==> config.mk <==
export PLATFORM = sky130hd
export DESIGN_NAME = csc_ctrl
export DESIGN_NICKNAME = d
export VERILOG_FILES = /design/src/design/csc_pkg.sv /design/src/design/csc_sync_if.sv /design/src/design/csc_ctrl.sv /design/src/design/csc_sync.sv
export SDC_FILE = /design/constraint.sdc
export NUM_CORES = 1
export LEC_CHECK = 0
export ABC_CLOCK_PERIOD_IN_PS = 2620
export BUFFER_PORTS_ARGS = -buffer_cell sky130_fd_sc_hd__buf_4
export CORE_UTILIZATION = 49
export DETAILED_ROUTE_END_ITERATION = 6
export HOLD_SLACK_MARGIN = 0.05
export PLACE_DENSITY = 0.82
export SLEW_MARGIN = 20
export SYNTH_ARGS = -nofsm -noshare
export SYNTH_HDL_FRONTEND = slang
export SYNTH_SLANG_ARGS = --single-unit
==> constraint.sdc <==
create_clock -name mclk_i -period 2.62 [get_ports mclk_i]
set_input_delay 0.262 -clock mclk_i [delete_from_list [all_inputs] [get_ports mclk_i]]
set_output_delay 0.262 -clock mclk_i [all_outputs]
set_load 0.1 [all_outputs]
==> src/design/csc_pkg.sv <==
// Package with constants and types for the CPU state and bus pin control block.
`default_nettype none
package csc_pkg;
   localparam int unsigned OSC_DIV      = 4;
   localparam logic [1:0]  DIV_LAST     = 2'h3;
   localparam logic [1:0]  DIV_RISE     = 2'h1;
   localparam logic [1:0]  MODE_EXP1    = 2'h1;
   localparam logic [1:0]  MODE_EXP2    = 2'h2;
   localparam logic [1:0]  MODE_SINGLE  = 2'h3;
   localparam int unsigned ADDR_W       = 16;
   localparam int unsigned DATA_W       = 8;
   localparam int unsigned STROBE_W     = 5;
   localparam logic [15:0] VEC_RESET    = 16'hFFFE;
   localparam logic [15:0] VEC_NMI      = 16'hFFFC;
   localparam logic [15:0] VEC_IRQ      = 16'hFFF8;
   localparam logic [3:0]  BOOT_CYCLES  = 4'h2;
   localparam logic [3:0]  STACK_CYCLES = 4'h7;
   localparam logic [3:0]  EXEC_CYCLES  = 4'h2;

   typedef enum logic [2:0] {
      CSC_RESET  = 3'h0,
      CSC_BOOT   = 3'h1,
      CSC_FETCH  = 3'h3,
      CSC_EXEC   = 3'h2,
      CSC_INTR   = 3'h6,
      CSC_HALT   = 3'h7,
      CSC_SLEEP  = 3'h5,
      CSC_DEEP_SLEEP_N   = 3'h4
   } csc_state_type;
endpackage
`default_nettype wire

==> src/design/csc_sync_if.sv <==
// Interface carrying synchronised pin levels from the synchroniser to the controller.
`default_nettype none
interface csc_sync_if;
   logic nmi_n;
   logic irq_a_n;
   logic irq_b_n;
   logic stop_n;
   logic wait_req;
   logic sleep_n;
   logic prog_n;
   logic [1:0] mode;
   modport src (output nmi_n, irq_a_n, irq_b_n, stop_n, wait_req, sleep_n, prog_n, mode);
   modport dst (input nmi_n, irq_a_n, irq_b_n, stop_n, wait_req, sleep_n, prog_n, mode);
endinterface
`default_nettype wire

==> src/design/csc_ctrl.sv <==
// CPU operating state controller with bus clock, strobes and pin enable control.
// Notes on behaviour
// - System clock is the oscillator input rate divided by four.
// - Bus clock output runs at one quarter of oscillator rate.
// - Falling edge of unmaskable interrupt starts its sequence after current instruction.
// - Unmaskable interrupt is taken regardless of the interrupt mask bit.
// - Both level interrupt inputs request service while low, not on edges.
// - Mode pins select expanded mode 1, expanded mode 2 or single-chip mode 3.
// - Stop request low: finish instruction, release buses, enter halt.
// - Bus released flag low normally, high once halt accepted and buses released.
// - Memory wait request stretches the bus clock high phase until access completes.
// - Read strobe low on reads, store strobe low on writes.
// - Direction output high while reading, low while writing.
// - Opcode fetch strobe low only during opcode fetch cycles.
// - Expanded modes use port pins as address and data bus; mode 3 as ports.
// - Mode 3 turns the strobe pins into a five-bit output-only port.
// - Programming accesses honoured only while program select is low.
// - Fetch-execute starts after reset and repeats until a state change.
// - Standby floats every port pin and the bus clock output.
// - Expanded reset or sleep: strobes high, bus released low.
// - Expanded halt: float read, write, direction; opcode fetch and released high.
// - Halt requests are ignored in single-chip mode 3.
// - Keep state retains driven outputs and floats input pins.
// - Mode 2 sleep: upper address outputs high, upper inputs floated.
// - Halt ends on stop request high, or on reset or standby.
// - Reset release latches mode, sets mask, loads start address vector.
`default_nettype none
module csc_ctrl (
   input  wire logic        mclk_i,
   input  wire logic        nrst_i,
   input  wire logic        osc_in,
   input  wire logic        unmaskable_irq_n_i,
   input  wire logic        level_irq_a_n_i,
   input  wire logic        level_irq_b_n_i,
   input  wire logic        mode_pin_0_i,
   input  wire logic        mode_pin_1_i,
   input  wire logic        stop_request_n_i,
   input  wire logic        memory_wait_req_i,
   input  wire logic        deep_sleep_n_i,
   input  wire logic        prog_select_n_i,
   input  wire logic        sleep_opcode_i,
   input  wire logic        cycle_write_i,
   input  wire logic        insn_last_i,
   input  wire logic        irq_mask_clr_i,
   input  wire logic [4:0]  port7_out_i,
   input  wire logic [7:0]  port4_ddr_i,
   output logic             bus_clock_out_o,
   output logic             bus_clock_oe_n_o,
   output logic             read_strobe_n_o,
   output logic             store_strobe_n_o,
   output logic             direction_is_read_o,
   output logic             opcode_fetch_n_o,
   output logic             bus_released_o,
   output logic [4:0]       strobe_pins_oe_n_o,
   output logic             addr_lo_oe_n_o,
   output logic [7:0]       addr_hi_oe_n_o,
   output logic [7:0]       addr_hi_force_o,
   output logic             data_oe_n_o,
   output logic             bus_mode_o,
   output logic             port_keep_o,
   output logic [1:0]       mode_o,
   output logic             irq_mask_o,
   output logic [15:0]      vector_o,
   output logic             sys_tick_o,
   output logic             prog_enable_o,
   output logic [2:0]       state_o
);
   csc_sync_if sif ();
   csc_pkg::csc_state_type state;
   csc_pkg::csc_state_type next_state;
   logic [1:0]  div;
   logic        tick;
   logic        nmi_prev;
   logic        nmi_pend;
   logic        mode_valid;
   logic        expanded;
   logic [3:0]  cnt;
   logic        fetching;
   logic        halt_req;
   logic        irq_req;
   logic        running;

   // Asynchronous pins including the oscillator level pass two flip-flops.
   // input synchronisation
   csc_sync #(
      .WIDTH (10)
   ) u_sync (
      .mclk_i  (mclk_i),
      .nrst_i  (nrst_i),
      .async_i ({osc_in, mode_pin_1_i, mode_pin_0_i, prog_select_n_i, deep_sleep_n_i,
                 memory_wait_req_i, stop_request_n_i, level_irq_b_n_i, level_irq_a_n_i,
                 unmaskable_irq_n_i}),
      .sync    (sif)
   );

   // The divider steps on mclk_i, which stands for the oscillator input; osc_in itself
   // only passes the synchroniser and is left unused there, because a pin clock cannot be a second domain here.
   // divide by four
   always_ff @(posedge mclk_i) begin
      if (!nrst_i) begin
         div <= 2'h0;
      end else if (tick || div != csc_pkg::DIV_LAST) begin
         div <= div + 2'h1;
      end
   end

   // Wait request freezes the divider in its last (high) phase while a bus access runs.
   // stretch high phase
   assign tick = (div == csc_pkg::DIV_LAST) &&
                 !(sif.wait_req && (state == csc_pkg::CSC_FETCH || state == csc_pkg::CSC_EXEC));

   always_ff @(posedge mclk_i) begin
      if (!nrst_i) begin
         bus_clock_out_o <= 1'b0;
         sys_tick_o      <= 1'b0;
      end else begin
         bus_clock_out_o <= (next_div_high(div, tick));
         sys_tick_o      <= tick;
      end
   end

   function automatic logic next_div_high(input logic [1:0] d, input logic t);
      next_div_high = (d >= csc_pkg::DIV_RISE) && !t;
   endfunction

   // Mode tracks the straps during reset and freezes at release, so later pin wobble
   // cannot change the bus.
   // mode latch
   always_ff @(posedge mclk_i) begin
      if (!nrst_i) begin
         mode_valid <= 1'b0;
         mode_o     <= sif.mode;
      end else if (!mode_valid) begin
         mode_valid <= 1'b1;
         mode_o     <= sif.mode;
      end
   end

   assign expanded = (mode_o == csc_pkg::MODE_EXP1) || (mode_o == csc_pkg::MODE_EXP2);

   always_ff @(posedge mclk_i) begin
      if (!nrst_i) begin
         nmi_prev <= 1'b1;
         nmi_pend <= 1'b0;
      end else begin
         nmi_prev <= sif.nmi_n;
         if (nmi_prev && !sif.nmi_n) begin
            nmi_pend <= 1'b1;
         end else if (tick && next_state == csc_pkg::CSC_INTR &&
                      state != csc_pkg::CSC_INTR) begin
            // Cleared when the vector is chosen, so an edge during stacking is kept.
            nmi_pend <= 1'b0;
         end
      end
   end

   assign irq_req  = (!sif.irq_a_n || !sif.irq_b_n) && !irq_mask_o;
   assign halt_req = !sif.stop_n && expanded;
   assign running  = (state == csc_pkg::CSC_FETCH) || (state == csc_pkg::CSC_EXEC);

   always_comb begin
      next_state = state;
      case (state)
         csc_pkg::CSC_RESET: begin
            next_state = csc_pkg::CSC_BOOT;
         end
         csc_pkg::CSC_BOOT: begin
            if (cnt == 4'h0) begin
               next_state = csc_pkg::CSC_FETCH;
            end
         end
         csc_pkg::CSC_FETCH: begin
            next_state = csc_pkg::CSC_EXEC;
         end
         csc_pkg::CSC_EXEC: begin
            if (insn_last_i || cnt == 4'h0) begin
               if (nmi_pend || irq_req) begin
                  next_state = csc_pkg::CSC_INTR;
               end else if (halt_req) begin
                  next_state = csc_pkg::CSC_HALT;
               end else if (sleep_opcode_i) begin
                  next_state = csc_pkg::CSC_SLEEP;
               end else begin
                  next_state = csc_pkg::CSC_FETCH;
               end
            end
         end
         csc_pkg::CSC_INTR: begin
            if (cnt == 4'h0) begin
               next_state = csc_pkg::CSC_FETCH;
            end
         end
         csc_pkg::CSC_HALT: begin
            if (sif.stop_n) begin
               next_state = csc_pkg::CSC_FETCH;
            end
         end
         csc_pkg::CSC_SLEEP: begin
            if (nmi_pend || !sif.irq_a_n || !sif.irq_b_n) begin
               next_state = csc_pkg::CSC_INTR;
            end
         end
         csc_pkg::CSC_DEEP_SLEEP_N: begin
            next_state = csc_pkg::CSC_DEEP_SLEEP_N;
         end
         default: begin
            next_state = csc_pkg::CSC_RESET;
         end
      endcase
   end

   // Standby dominates every state and only reset leaves it.
   always_ff @(posedge mclk_i) begin
      if (!nrst_i) begin
         state <= csc_pkg::CSC_RESET;
      end else if (!sif.sleep_n) begin
         state <= csc_pkg::CSC_DEEP_SLEEP_N;
      end else if (tick || state == csc_pkg::CSC_RESET) begin
         state <= next_state;
      end
   end

   // Cycle counter for boot, stacking and a fallback instruction length.
   always_ff @(posedge mclk_i) begin
      if (!nrst_i) begin
         cnt <= 4'h0;
      end else if (state == csc_pkg::CSC_RESET) begin
         cnt <= csc_pkg::BOOT_CYCLES;
      end else if (tick) begin
         if (next_state == csc_pkg::CSC_INTR && state != csc_pkg::CSC_INTR) begin
            cnt <= csc_pkg::STACK_CYCLES;
         end else if (next_state == csc_pkg::CSC_EXEC && state != csc_pkg::CSC_EXEC) begin
            cnt <= csc_pkg::EXEC_CYCLES;
         end else if (cnt != 4'h0) begin
            cnt <= cnt - 4'h1;
         end
      end
   end

   always_ff @(posedge mclk_i) begin
      if (!nrst_i) begin
         irq_mask_o <= 1'b1;
         vector_o   <= csc_pkg::VEC_RESET;
      end else if (tick && next_state == csc_pkg::CSC_INTR && state != csc_pkg::CSC_INTR) begin
         irq_mask_o <= 1'b1;
         vector_o   <= nmi_pend ? csc_pkg::VEC_NMI : csc_pkg::VEC_IRQ;
      end else if (irq_mask_clr_i) begin
         irq_mask_o <= 1'b0;
      end
   end

   assign fetching = (state == csc_pkg::CSC_FETCH);

   always_ff @(posedge mclk_i) begin
      if (!nrst_i) begin
         read_strobe_n_o     <= 1'b1;
         store_strobe_n_o    <= 1'b1;
         direction_is_read_o <= 1'b1;
         opcode_fetch_n_o    <= 1'b1;
         bus_released_o      <= 1'b0;
      end else if (!expanded) begin
         {bus_released_o, opcode_fetch_n_o, direction_is_read_o, store_strobe_n_o,
          read_strobe_n_o} <= port7_out_i;
      end else if (state == csc_pkg::CSC_HALT) begin
         opcode_fetch_n_o <= 1'b1;
         bus_released_o   <= 1'b1;
      end else begin
         read_strobe_n_o     <= !(running && !cycle_write_i);
         store_strobe_n_o    <= !(running && cycle_write_i);
         direction_is_read_o <= !(running && cycle_write_i);
         opcode_fetch_n_o    <= !fetching;
         bus_released_o      <= 1'b0;
      end
   end

   // Pin enables are active low: zero means the block drives the pin.
   always_ff @(posedge mclk_i) begin
      if (!nrst_i) begin
         bus_clock_oe_n_o   <= 1'b0;
         strobe_pins_oe_n_o <= {csc_pkg::STROBE_W{1'b1}};
         addr_lo_oe_n_o     <= 1'b1;
         addr_hi_oe_n_o     <= 8'hFF;
         addr_hi_force_o    <= 8'h00;
         data_oe_n_o        <= 1'b1;
         bus_mode_o         <= 1'b0;
         port_keep_o        <= 1'b0;
      end else if (state == csc_pkg::CSC_DEEP_SLEEP_N) begin
         bus_clock_oe_n_o   <= 1'b1;
         strobe_pins_oe_n_o <= {csc_pkg::STROBE_W{1'b1}};
         addr_lo_oe_n_o     <= 1'b1;
         addr_hi_oe_n_o     <= 8'hFF;
         addr_hi_force_o    <= 8'h00;
         data_oe_n_o        <= 1'b1;
         port_keep_o        <= 1'b0;
      end else begin
         bus_clock_oe_n_o   <= 1'b0;
         bus_mode_o         <= expanded;
         port_keep_o        <= (state == csc_pkg::CSC_SLEEP) ||
                               (expanded && state == csc_pkg::CSC_HALT);
         if (expanded) begin
            strobe_pins_oe_n_o <= (state == csc_pkg::CSC_HALT) ? 5'h07 : 5'h00;
            addr_lo_oe_n_o     <= (state == csc_pkg::CSC_HALT);
            data_oe_n_o        <= !(running && cycle_write_i);
            if (state == csc_pkg::CSC_SLEEP && mode_o == csc_pkg::MODE_EXP2) begin
               addr_hi_oe_n_o  <= ~port4_ddr_i;
               addr_hi_force_o <= port4_ddr_i;
            end else begin
               addr_hi_oe_n_o  <= (state == csc_pkg::CSC_HALT) ? 8'hFF : 8'h00;
               addr_hi_force_o <= (state == csc_pkg::CSC_SLEEP) ? 8'hFF : 8'h00;
            end
         end else begin
            strobe_pins_oe_n_o <= 5'h00;
            addr_lo_oe_n_o     <= 1'b1;
            addr_hi_oe_n_o     <= 8'hFF;
            addr_hi_force_o    <= 8'h00;
            data_oe_n_o        <= 1'b1;
         end
      end
   end

   always_ff @(posedge mclk_i) begin
      if (!nrst_i) begin
         prog_enable_o <= 1'b0;
      end else begin
         prog_enable_o <= !sif.prog_n;
      end
   end

   always_ff @(posedge mclk_i) begin
      if (!nrst_i) begin
         state_o <= 3'h0;
      end else begin
         state_o <= state;
      end
   end
endmodule
`default_nettype wire

==> src/design/csc_sync.sv <==
// Two-stage synchroniser bank for the asynchronous control pins.
`default_nettype none
module csc_sync #(
   parameter int unsigned WIDTH = 10
) (
   input  wire logic             mclk_i,
   input  wire logic             nrst_i,
   input  wire logic [WIDTH-1:0] async_i,
   csc_sync_if.src               sync
);
   logic [WIDTH-1:0] stage1;
   logic [WIDTH-1:0] stage2;

   // The stages carry no reset so that the mode straps have settled through both
   // flip-flops when reset is released; every consumer gives its own reset priority.
   always_ff @(posedge mclk_i) begin
      stage1 <= async_i;
      stage2 <= stage1;
   end

   assign sync.nmi_n    = stage2[0];
   assign sync.irq_a_n  = stage2[1];
   assign sync.irq_b_n  = stage2[2];
   assign sync.stop_n   = stage2[3];
   assign sync.wait_req = stage2[4];
   assign sync.sleep_n  = stage2[5];
   assign sync.prog_n   = stage2[6];
   assign sync.mode     = stage2[8:7];
endmodule
`default_nettype wire

# After elaboration in Yosys (flattened, before gate mapping)

Index checks and enable logic that the tools add are counted.

Register bits: 86
Input port bits: 29
Output and inout port bits: 56
Word-level logic and storage cells: 142

Add/sub/neg operators: 2
$lt $le $gt $ge: 1
Equal/unequal tests: 18
Multiplexer cells: 37
Bitwise operators: 3
Reductions and logical operators: 51

Operator list:

| cell                                                  | count |
|---|---|
| two-way mux 3 bit                                     | 12 |
| two-way mux 8 bit                                     | 4 |
| one-hot mux 3 bit (7 select lines)                    | 1 |
| equality test 3 bit, second input constant            | 5 |
| logical AND 1 bit                                     | 14 |
| two-way mux 1 bit                                     | 13 |
| zero test 1 bit                                       | 12 |
| two-way mux 4 bit                                     | 3 |
| logical OR 1 bit                                      | 10 |
| equality test 3 x 2 -> 1 bit, second input constant   | 3 |
| two-way mux 2 bit                                     | 4 |
| inequality test 2 bit, second input constant          | 4 |
| NOT 8 bit                                             | 1 |
| nonzero test 4 bit                                    | 2 |
| OR reduction 2 bit                                    | 4 |
| AND reduction 2 bit                                   | 3 |
| equality test 2 bit, second input constant            | 2 |
| zero test 4 bit                                       | 1 |
| nonzero test 2 bit                                    | 2 |
| subtractor 4 x 1 -> 4 bit, second input constant      | 1 |
| equality test 3 x 1 -> 1 bit, second input constant   | 1 |
| zero test 3 bit                                       | 1 |
| inequality test 3 x 2 -> 1 bit, second input constant | 1 |
| inequality test 3 bit, second input constant          | 1 |
| other kinds (6)                                       | 7 |

# Depth between registers and ports, before layout

Depth after elaboration: 13
Gate-level depth with buffers: 8
Gate-level depth less buffers: 7

# Modules after synthesis

Synthesis repeated with hierarchy kept, for this count alone.

Cell total of the unflattened synthesis: 256
Area total of the unflattened synthesis: 2583.7 µm²

Modules (own cells, without submodules):

| module   | times used | cells each | area an instance (µm²) | seq. area each (µm²) |
|---|---|---|---|---|
| csc_ctrl | 1          | 238        | 2223.4                 | 1041.0 |
| csc_sync | 1          | 18         | 360.3                  | 360.3 |

# Worst setup path before layout

Ideal clock, no wire load.

Path kind: reg-to-reg
From: reg mode_o[0]
To: reg vector_o[2]
Setup time: 0.072 ns
Arrival: 2.368 ns
Data required time: 2.548 ns
Slack: 0.180 ns
Stages on the path, launching flop included: 8
Path buffers: 0
Clock period less this slack: 2.440 ns
Cell sequence: edfxtp_1 -> inv_1 -> ha_1 -> nor2_1 -> or4_1 -> a32o_2 -> nand4_4 -> mux2i_1

Cells in the longest elaborated chain, start to end: 10
Elaborated cells on any way between the ends: 11
Classes of those cells: eq/ne (3); mux (4); reduce/logical (4)

RTL lines:

| element                                                                    | RTL line        | RTL |
|---|---|---|
| start: declaration                                                         | csc_ctrl.sv:61  | `output logic [1:0] mode_o,` |
| start signal: assignment                                                   | csc_ctrl.sv:132 | `mode_o <= sif.mode;` |
| start signal: assignment                                                   | csc_ctrl.sv:135 | `mode_o <= sif.mode;` |
| equality test 2 x 1 -> 1 bit / equality test 2 bit (equally long branches) | csc_ctrl.sv:139 | `assign expanded = (mode_o == csc_pkg::MODE_EXP1) \|\| (mode_o == csc_pkg::MODE_EXP2);` |
| logical OR 1 bit *                                                         | csc_ctrl.sv:139 |  |
| logical AND 1 bit *                                                        | csc_ctrl.sv:158 | `assign halt_req = !sif.stop_n && expanded;` |
| two-way mux 3 bit *                                                        | csc_ctrl.sv:179 | `end else if (halt_req) begin` |
| two-way mux 3 bit *                                                        | csc_ctrl.sv:177 | `if (nmi_pend \|\| irq_req) begin` |
| two-way mux 3 bit *                                                        | csc_ctrl.sv:176 | `if (insn_last_i \|\| cnt == 4'h0) begin` |
| one-hot mux 3 bit (7 select lines) *                                       | csc_ctrl.sv:163 | `case (state)` |
| equality test 3 bit *                                                      | csc_ctrl.sv:244 | `end else if (tick && next_state == csc_pkg::CSC_INTR && state != csc_pkg::CSC_INTR) begin` |
| logical AND 1 bit * (2 in series)                                          | csc_ctrl.sv:244 |  |
| end signal: assignment                                                     | csc_ctrl.sv:243 | `vector_o <= csc_pkg::VEC_RESET;` |
| end signal: assignment                                                     | csc_ctrl.sv:246 | `vector_o <= nmi_pend ? csc_pkg::VEC_NMI : csc_pkg::VEC_IRQ;` |
| end: declaration                                                           | csc_ctrl.sv:63  | `output logic [15:0] vector_o,` |

Every way passes the cells marked *; elsewhere a longest branch is shown, timed or not.
A chain may end at the register's enable or synchronous reset.

# Worst setup path in the final report

From: reg cnt[1]
To: reg nmi_pend

Cells in the longest elaborated chain, start to end: 8
Elaborated cells on any way between the ends: 9
Classes of those cells: eq/ne (1); mux (3); reduce/logical (5)

RTL lines:

| element                              | RTL line                                          | RTL |
|---|---|---|
| start: declaration                   | csc_ctrl.sv:77                                    | `logic [3:0] cnt;` |
| start signal: assignment             | csc_ctrl.sv:228                                   | `cnt <= csc_pkg::BOOT_CYCLES;` |
| start signal: assignment             | csc_ctrl.sv:231                                   | `cnt <= csc_pkg::STACK_CYCLES;` |
| start signal: assignment             | csc_ctrl.sv:233                                   | `cnt <= csc_pkg::EXEC_CYCLES;` |
| zero test 4 bit *                    | csc_ctrl.sv:168, csc_ctrl.sv:176, csc_ctrl.sv:189 |  |
| logical OR 1 bit                     | csc_ctrl.sv:176                                   |  |
| two-way mux 3 bit                    | csc_ctrl.sv:176                                   |  |
| one-hot mux 3 bit (7 select lines) * | csc_ctrl.sv:163                                   |  |
| equality test 3 bit *                | csc_ctrl.sv:149                                   | `end else if (tick && next_state == csc_pkg::CSC_INTR &&` |
| logical AND 1 bit * (2 in series)    | csc_ctrl.sv:149                                   |  |
| nonzero test 2 bit (no line) *       | -                                                 |  |
| end signal: assignment               | csc_ctrl.sv:144                                   | `nmi_pend <= 1'b0;` |
| end signal: assignment               | csc_ctrl.sv:148                                   | `nmi_pend <= 1'b1;` |
| end signal: assignment               | csc_ctrl.sv:152                                   | `nmi_pend <= 1'b0;` |
| end: declaration                     | csc_ctrl.sv:74                                    | `logic nmi_pend;` |

Marked as above.

==> reports/metrics.cfg <==
[power]
swShare_pct=36.30
p_int_uw=1596
switchingPower_uw=909.7
leakage_uw=0.001459
comb_power_share_pct=25.6
power_density_nw_per_um2=782.0
p_clk_share_pct=28.3
pwr-share-seq_pct=46.1
max-vdd-ir-drop_mv=0.4614

[status]
run_status=complete, no violations

[floorplan]
start_util_pct=51.58
ios=85
dieWidth_um=72.75
design.die.area_um2=5292
row_count=25
die_y_um=72.75
core_um2=4755

[cells_and_area]
synthToLayoutAreaGrowth_pct=30.66
fin_nets=364
diodes=0
drive_gt1_share_pct=27.08
finish.utilization_pct=67.39
stdcell_count=403

[global_route]
grt_overflow=0
grt_pass1_vias=1714
grt_first_pass_wirelength_mm=7.541
antenna_found_initial=0
grt_max_degree=19
grt_usage_pct=18.79

[worst_setup_path]
arrival_ns=2.47
cp_slowest_cell=or3b_1
critPathRequiredTime_ns=2.85
cp-startpoint=cnt[1]
cp_max_fo=7
worst_path_most_repeated_cell=a32o_2
cp_slowest_stage_delay_ns=0.47
critPathLaunchType=register
crit_path_end=nmi_pend
rr_endpoint=nmi_pend
worst_setup_path_end_kind=register
crit_chain=inv_1, ha_1, or3b_1, a21oi_1, a32o_2, nand4_4, a32o_2
timing_worst_setup_path_type=reg2reg
ff2ff_path_depth=7
rrSetupSlack_ns=0.37
r2r_start=cnt[1]

[sta]
rsz0062_at_grt=no
finalHoldViolCount=0
setup_tns_ns=0
finalCritPeriodShare_pct=85.73
tightest_slew_ns=0.5606
fin_worst_skew_ns=0.007905
drv_slew=0
finalCriticalPeriod_ns=2.246
max_freq_mhz=445.2
relSlewSlack_pct=62.58
setup-violations-final=0

[logic_synthesis]
synth.area.mux_share_pct=0.8163
yosysSeqAreaShare_pct=57.14
netlist.area_leader.share_pct=54.69
synth.area.top_cells=dfxtp_1, buf_4, a21oi_1
synth-edff-count=2
yosys.area_share.simple_pct=13.93
avgSynthCellArea_um2=9.617
synth-adder-area-share_pct=2.041
synth_seq_cells=69
syn_inst=255
synth.largest_area_cell=dfxtp_1
synth_compound_area_share_pct=14.59
syn_area_um2=2452
synthArstFlopShare_pct=0
post-synth-top-count-cell=dfxtp_1
ys.flop_type=dfxtp_1
synth_top_family_by_area=compound AO/OA/AOI/OAI gates
synth_cell_types=42
synthTopCellsByCount=dfxtp_1, inv_1, a21oi_1, nor2_1, o21ai_0
synthXorXnorAreaFrac_pct=0.7143
ys_warn_count=0

[route]
via_count=1959
via_per_inst=4.861
wl_per_cell_um=11.70
ant_nets=0
dr.first_iter.drc_count=76
drc=0
dr.pass1.iters=4
drt_wl_total_mm=4.714

[placement]
dp.cells=378
port_buffers=69
dp_hpwl_mm=3.247
gp_congestion=0.8516

[cts]
clock-sinks=69
clk_pin_slew_ns=0.07
numCtsBuffers=9
ctsHtreeMaxLevel=3
clk_path_buf_depth=2
cts_root_buf=clkbuf_8
cts_tree=done
clk_latency_ns=0.34

[worst_hold_path]
holdCritPathClass=in2reg

[flow_run]
drv_cap=0

==> worst max-delay path, delay by kind of cell, from the launching register on <==
kind	cells	cell delay [ns]
AOI/OAI and AO/OA	3	0.89
adders and majority gates	1	0.18
and+or+nand+nor	2	0.63
DFF	1	0.36
buffers and inverters	1	0.07
==> how the worst min path moves through the flow <==
| stage | start | endpoint | slack [ns] | depth (start not counted) |
|---|---|---|---|---|
| final | port4_ddr_i[5] | addr_hi_oe_n_o[5] | 0.12 | 2 |
| after global routing | port4_ddr_i[1] | addr_hi_oe_n_o[1] | 0.11 | 2 |
| after CTS | port4_ddr_i[1] | addr_hi_oe_n_o[1] | 0.11 | 2 |
| after detailed placement | u_sync.stage1[2] | u_sync.stage2[2] | 0.31 | 0 |
| after global placement | u_sync.stage1[6] | u_sync.stage2[6] | 0.31 | 0 |
| after floorplan | nrst_i | mode_valid | 0.29 | 0 |
==> metal layers <==
| metal | global-route usage, % | vias up | part of all wire, % | wire length [um] |
|---|---|---|---|---|
| met5 | 0 | - | 0 | 0 |
| met4 | 6.754 | 0 | 1.1 | 51 |
| met3 | 8.011 | 6 | 7.8 | 366 |
| met2 | 31.15 | 87 | 48 | 2246 |
| met1 | 21.67 | 884 | 43 | 2050 |
| li1 | - | 982 | - | - |
==> sequential cells by signal, summed over array words and instances, names as in the netlist, 2 cells and up <==
signal	flops
state_o	3
vector_o	2
state	3
mode_o	2
div	2
addr_hi_oe_n_o	8
strobe_pins_oe_n_o	2
u_sync.stage2	9
cnt	4
addr_hi_force_o	8
u_sync.stage1	9
==> layout by cell type (no fill, tap or decap), types with 3 or more instances in the layout <==
master	synthesis	layout
buf_4	17	71
dfxtp_1	67	67
inv_1	23	23
a21oi_1	20	20
nor2_1	20	20
o21ai_0	18	18
nand2_1	15	15
conb_1	2	14
clkbuf_8	0	9
dlygate4sd3_1	0	9
nand3_1	6	6
nor3_1	6	6
nand2b_1	4	4
ha_1	4	4
clkinv_2	0	4
a211oi_1	3	3
nor4_1	3	3
a32o_2	3	3
a31oi_1	3	3
clkinvlp_4	0	3
==> power groups by stage <==
stage / registers (uW) / logic, uW / clock network (uW)
floorplan: 1430 / 274 / 0
global placement: 1180 / 624 / 0
detailed placement: 1180 / 629 / 0
CTS: 1160 / 641 / 729
global route: 1160 / 672 / 775
finish: 1160 / 641 / 710
==> stage by stage <==
step	total power, uW	setup slack, ns	hold WS (ns)	cell area, um2
finish	2506	0.3738	0.1213	3204
global route	2609	0.2452	0.1131	3204
CTS	2525	0.3982	0.1148	3204
detailed placement	1808	0.4335	0.3121	2948
global placement	1801	0.4679	0.3113	2948
floorplan	1701	0.1796	0.2897	2497
==> cells by family after synthesis <==
family,count (synthesis)
other,2
flip-flops,69
AND/OR/NAND/NOR,67
AO/OA/AOI/OAI,58
adder cells (fa/ha/maj),4
XOR/XNOR,2
buffers and inverters,51
multiplexers,2
==> cell type report <==
type	count	area (um2)
fill	390	1550
sequential	69	1401
multi-input combinational	147	839.6
timing repair buffer	80	623.1
clock buffer	9	123.9
inverter	24	90.09
tap	67	83.83
clock inverter	7	42.54
==> what timing repair did <==
action	4_1_cts	5_1_grt
resized for setup	0	0
hold endpoints to repair	9	0
setup buffers	0	0
hold buffers	9	0
Note: power is estimated with default switching activity, not from simulation.
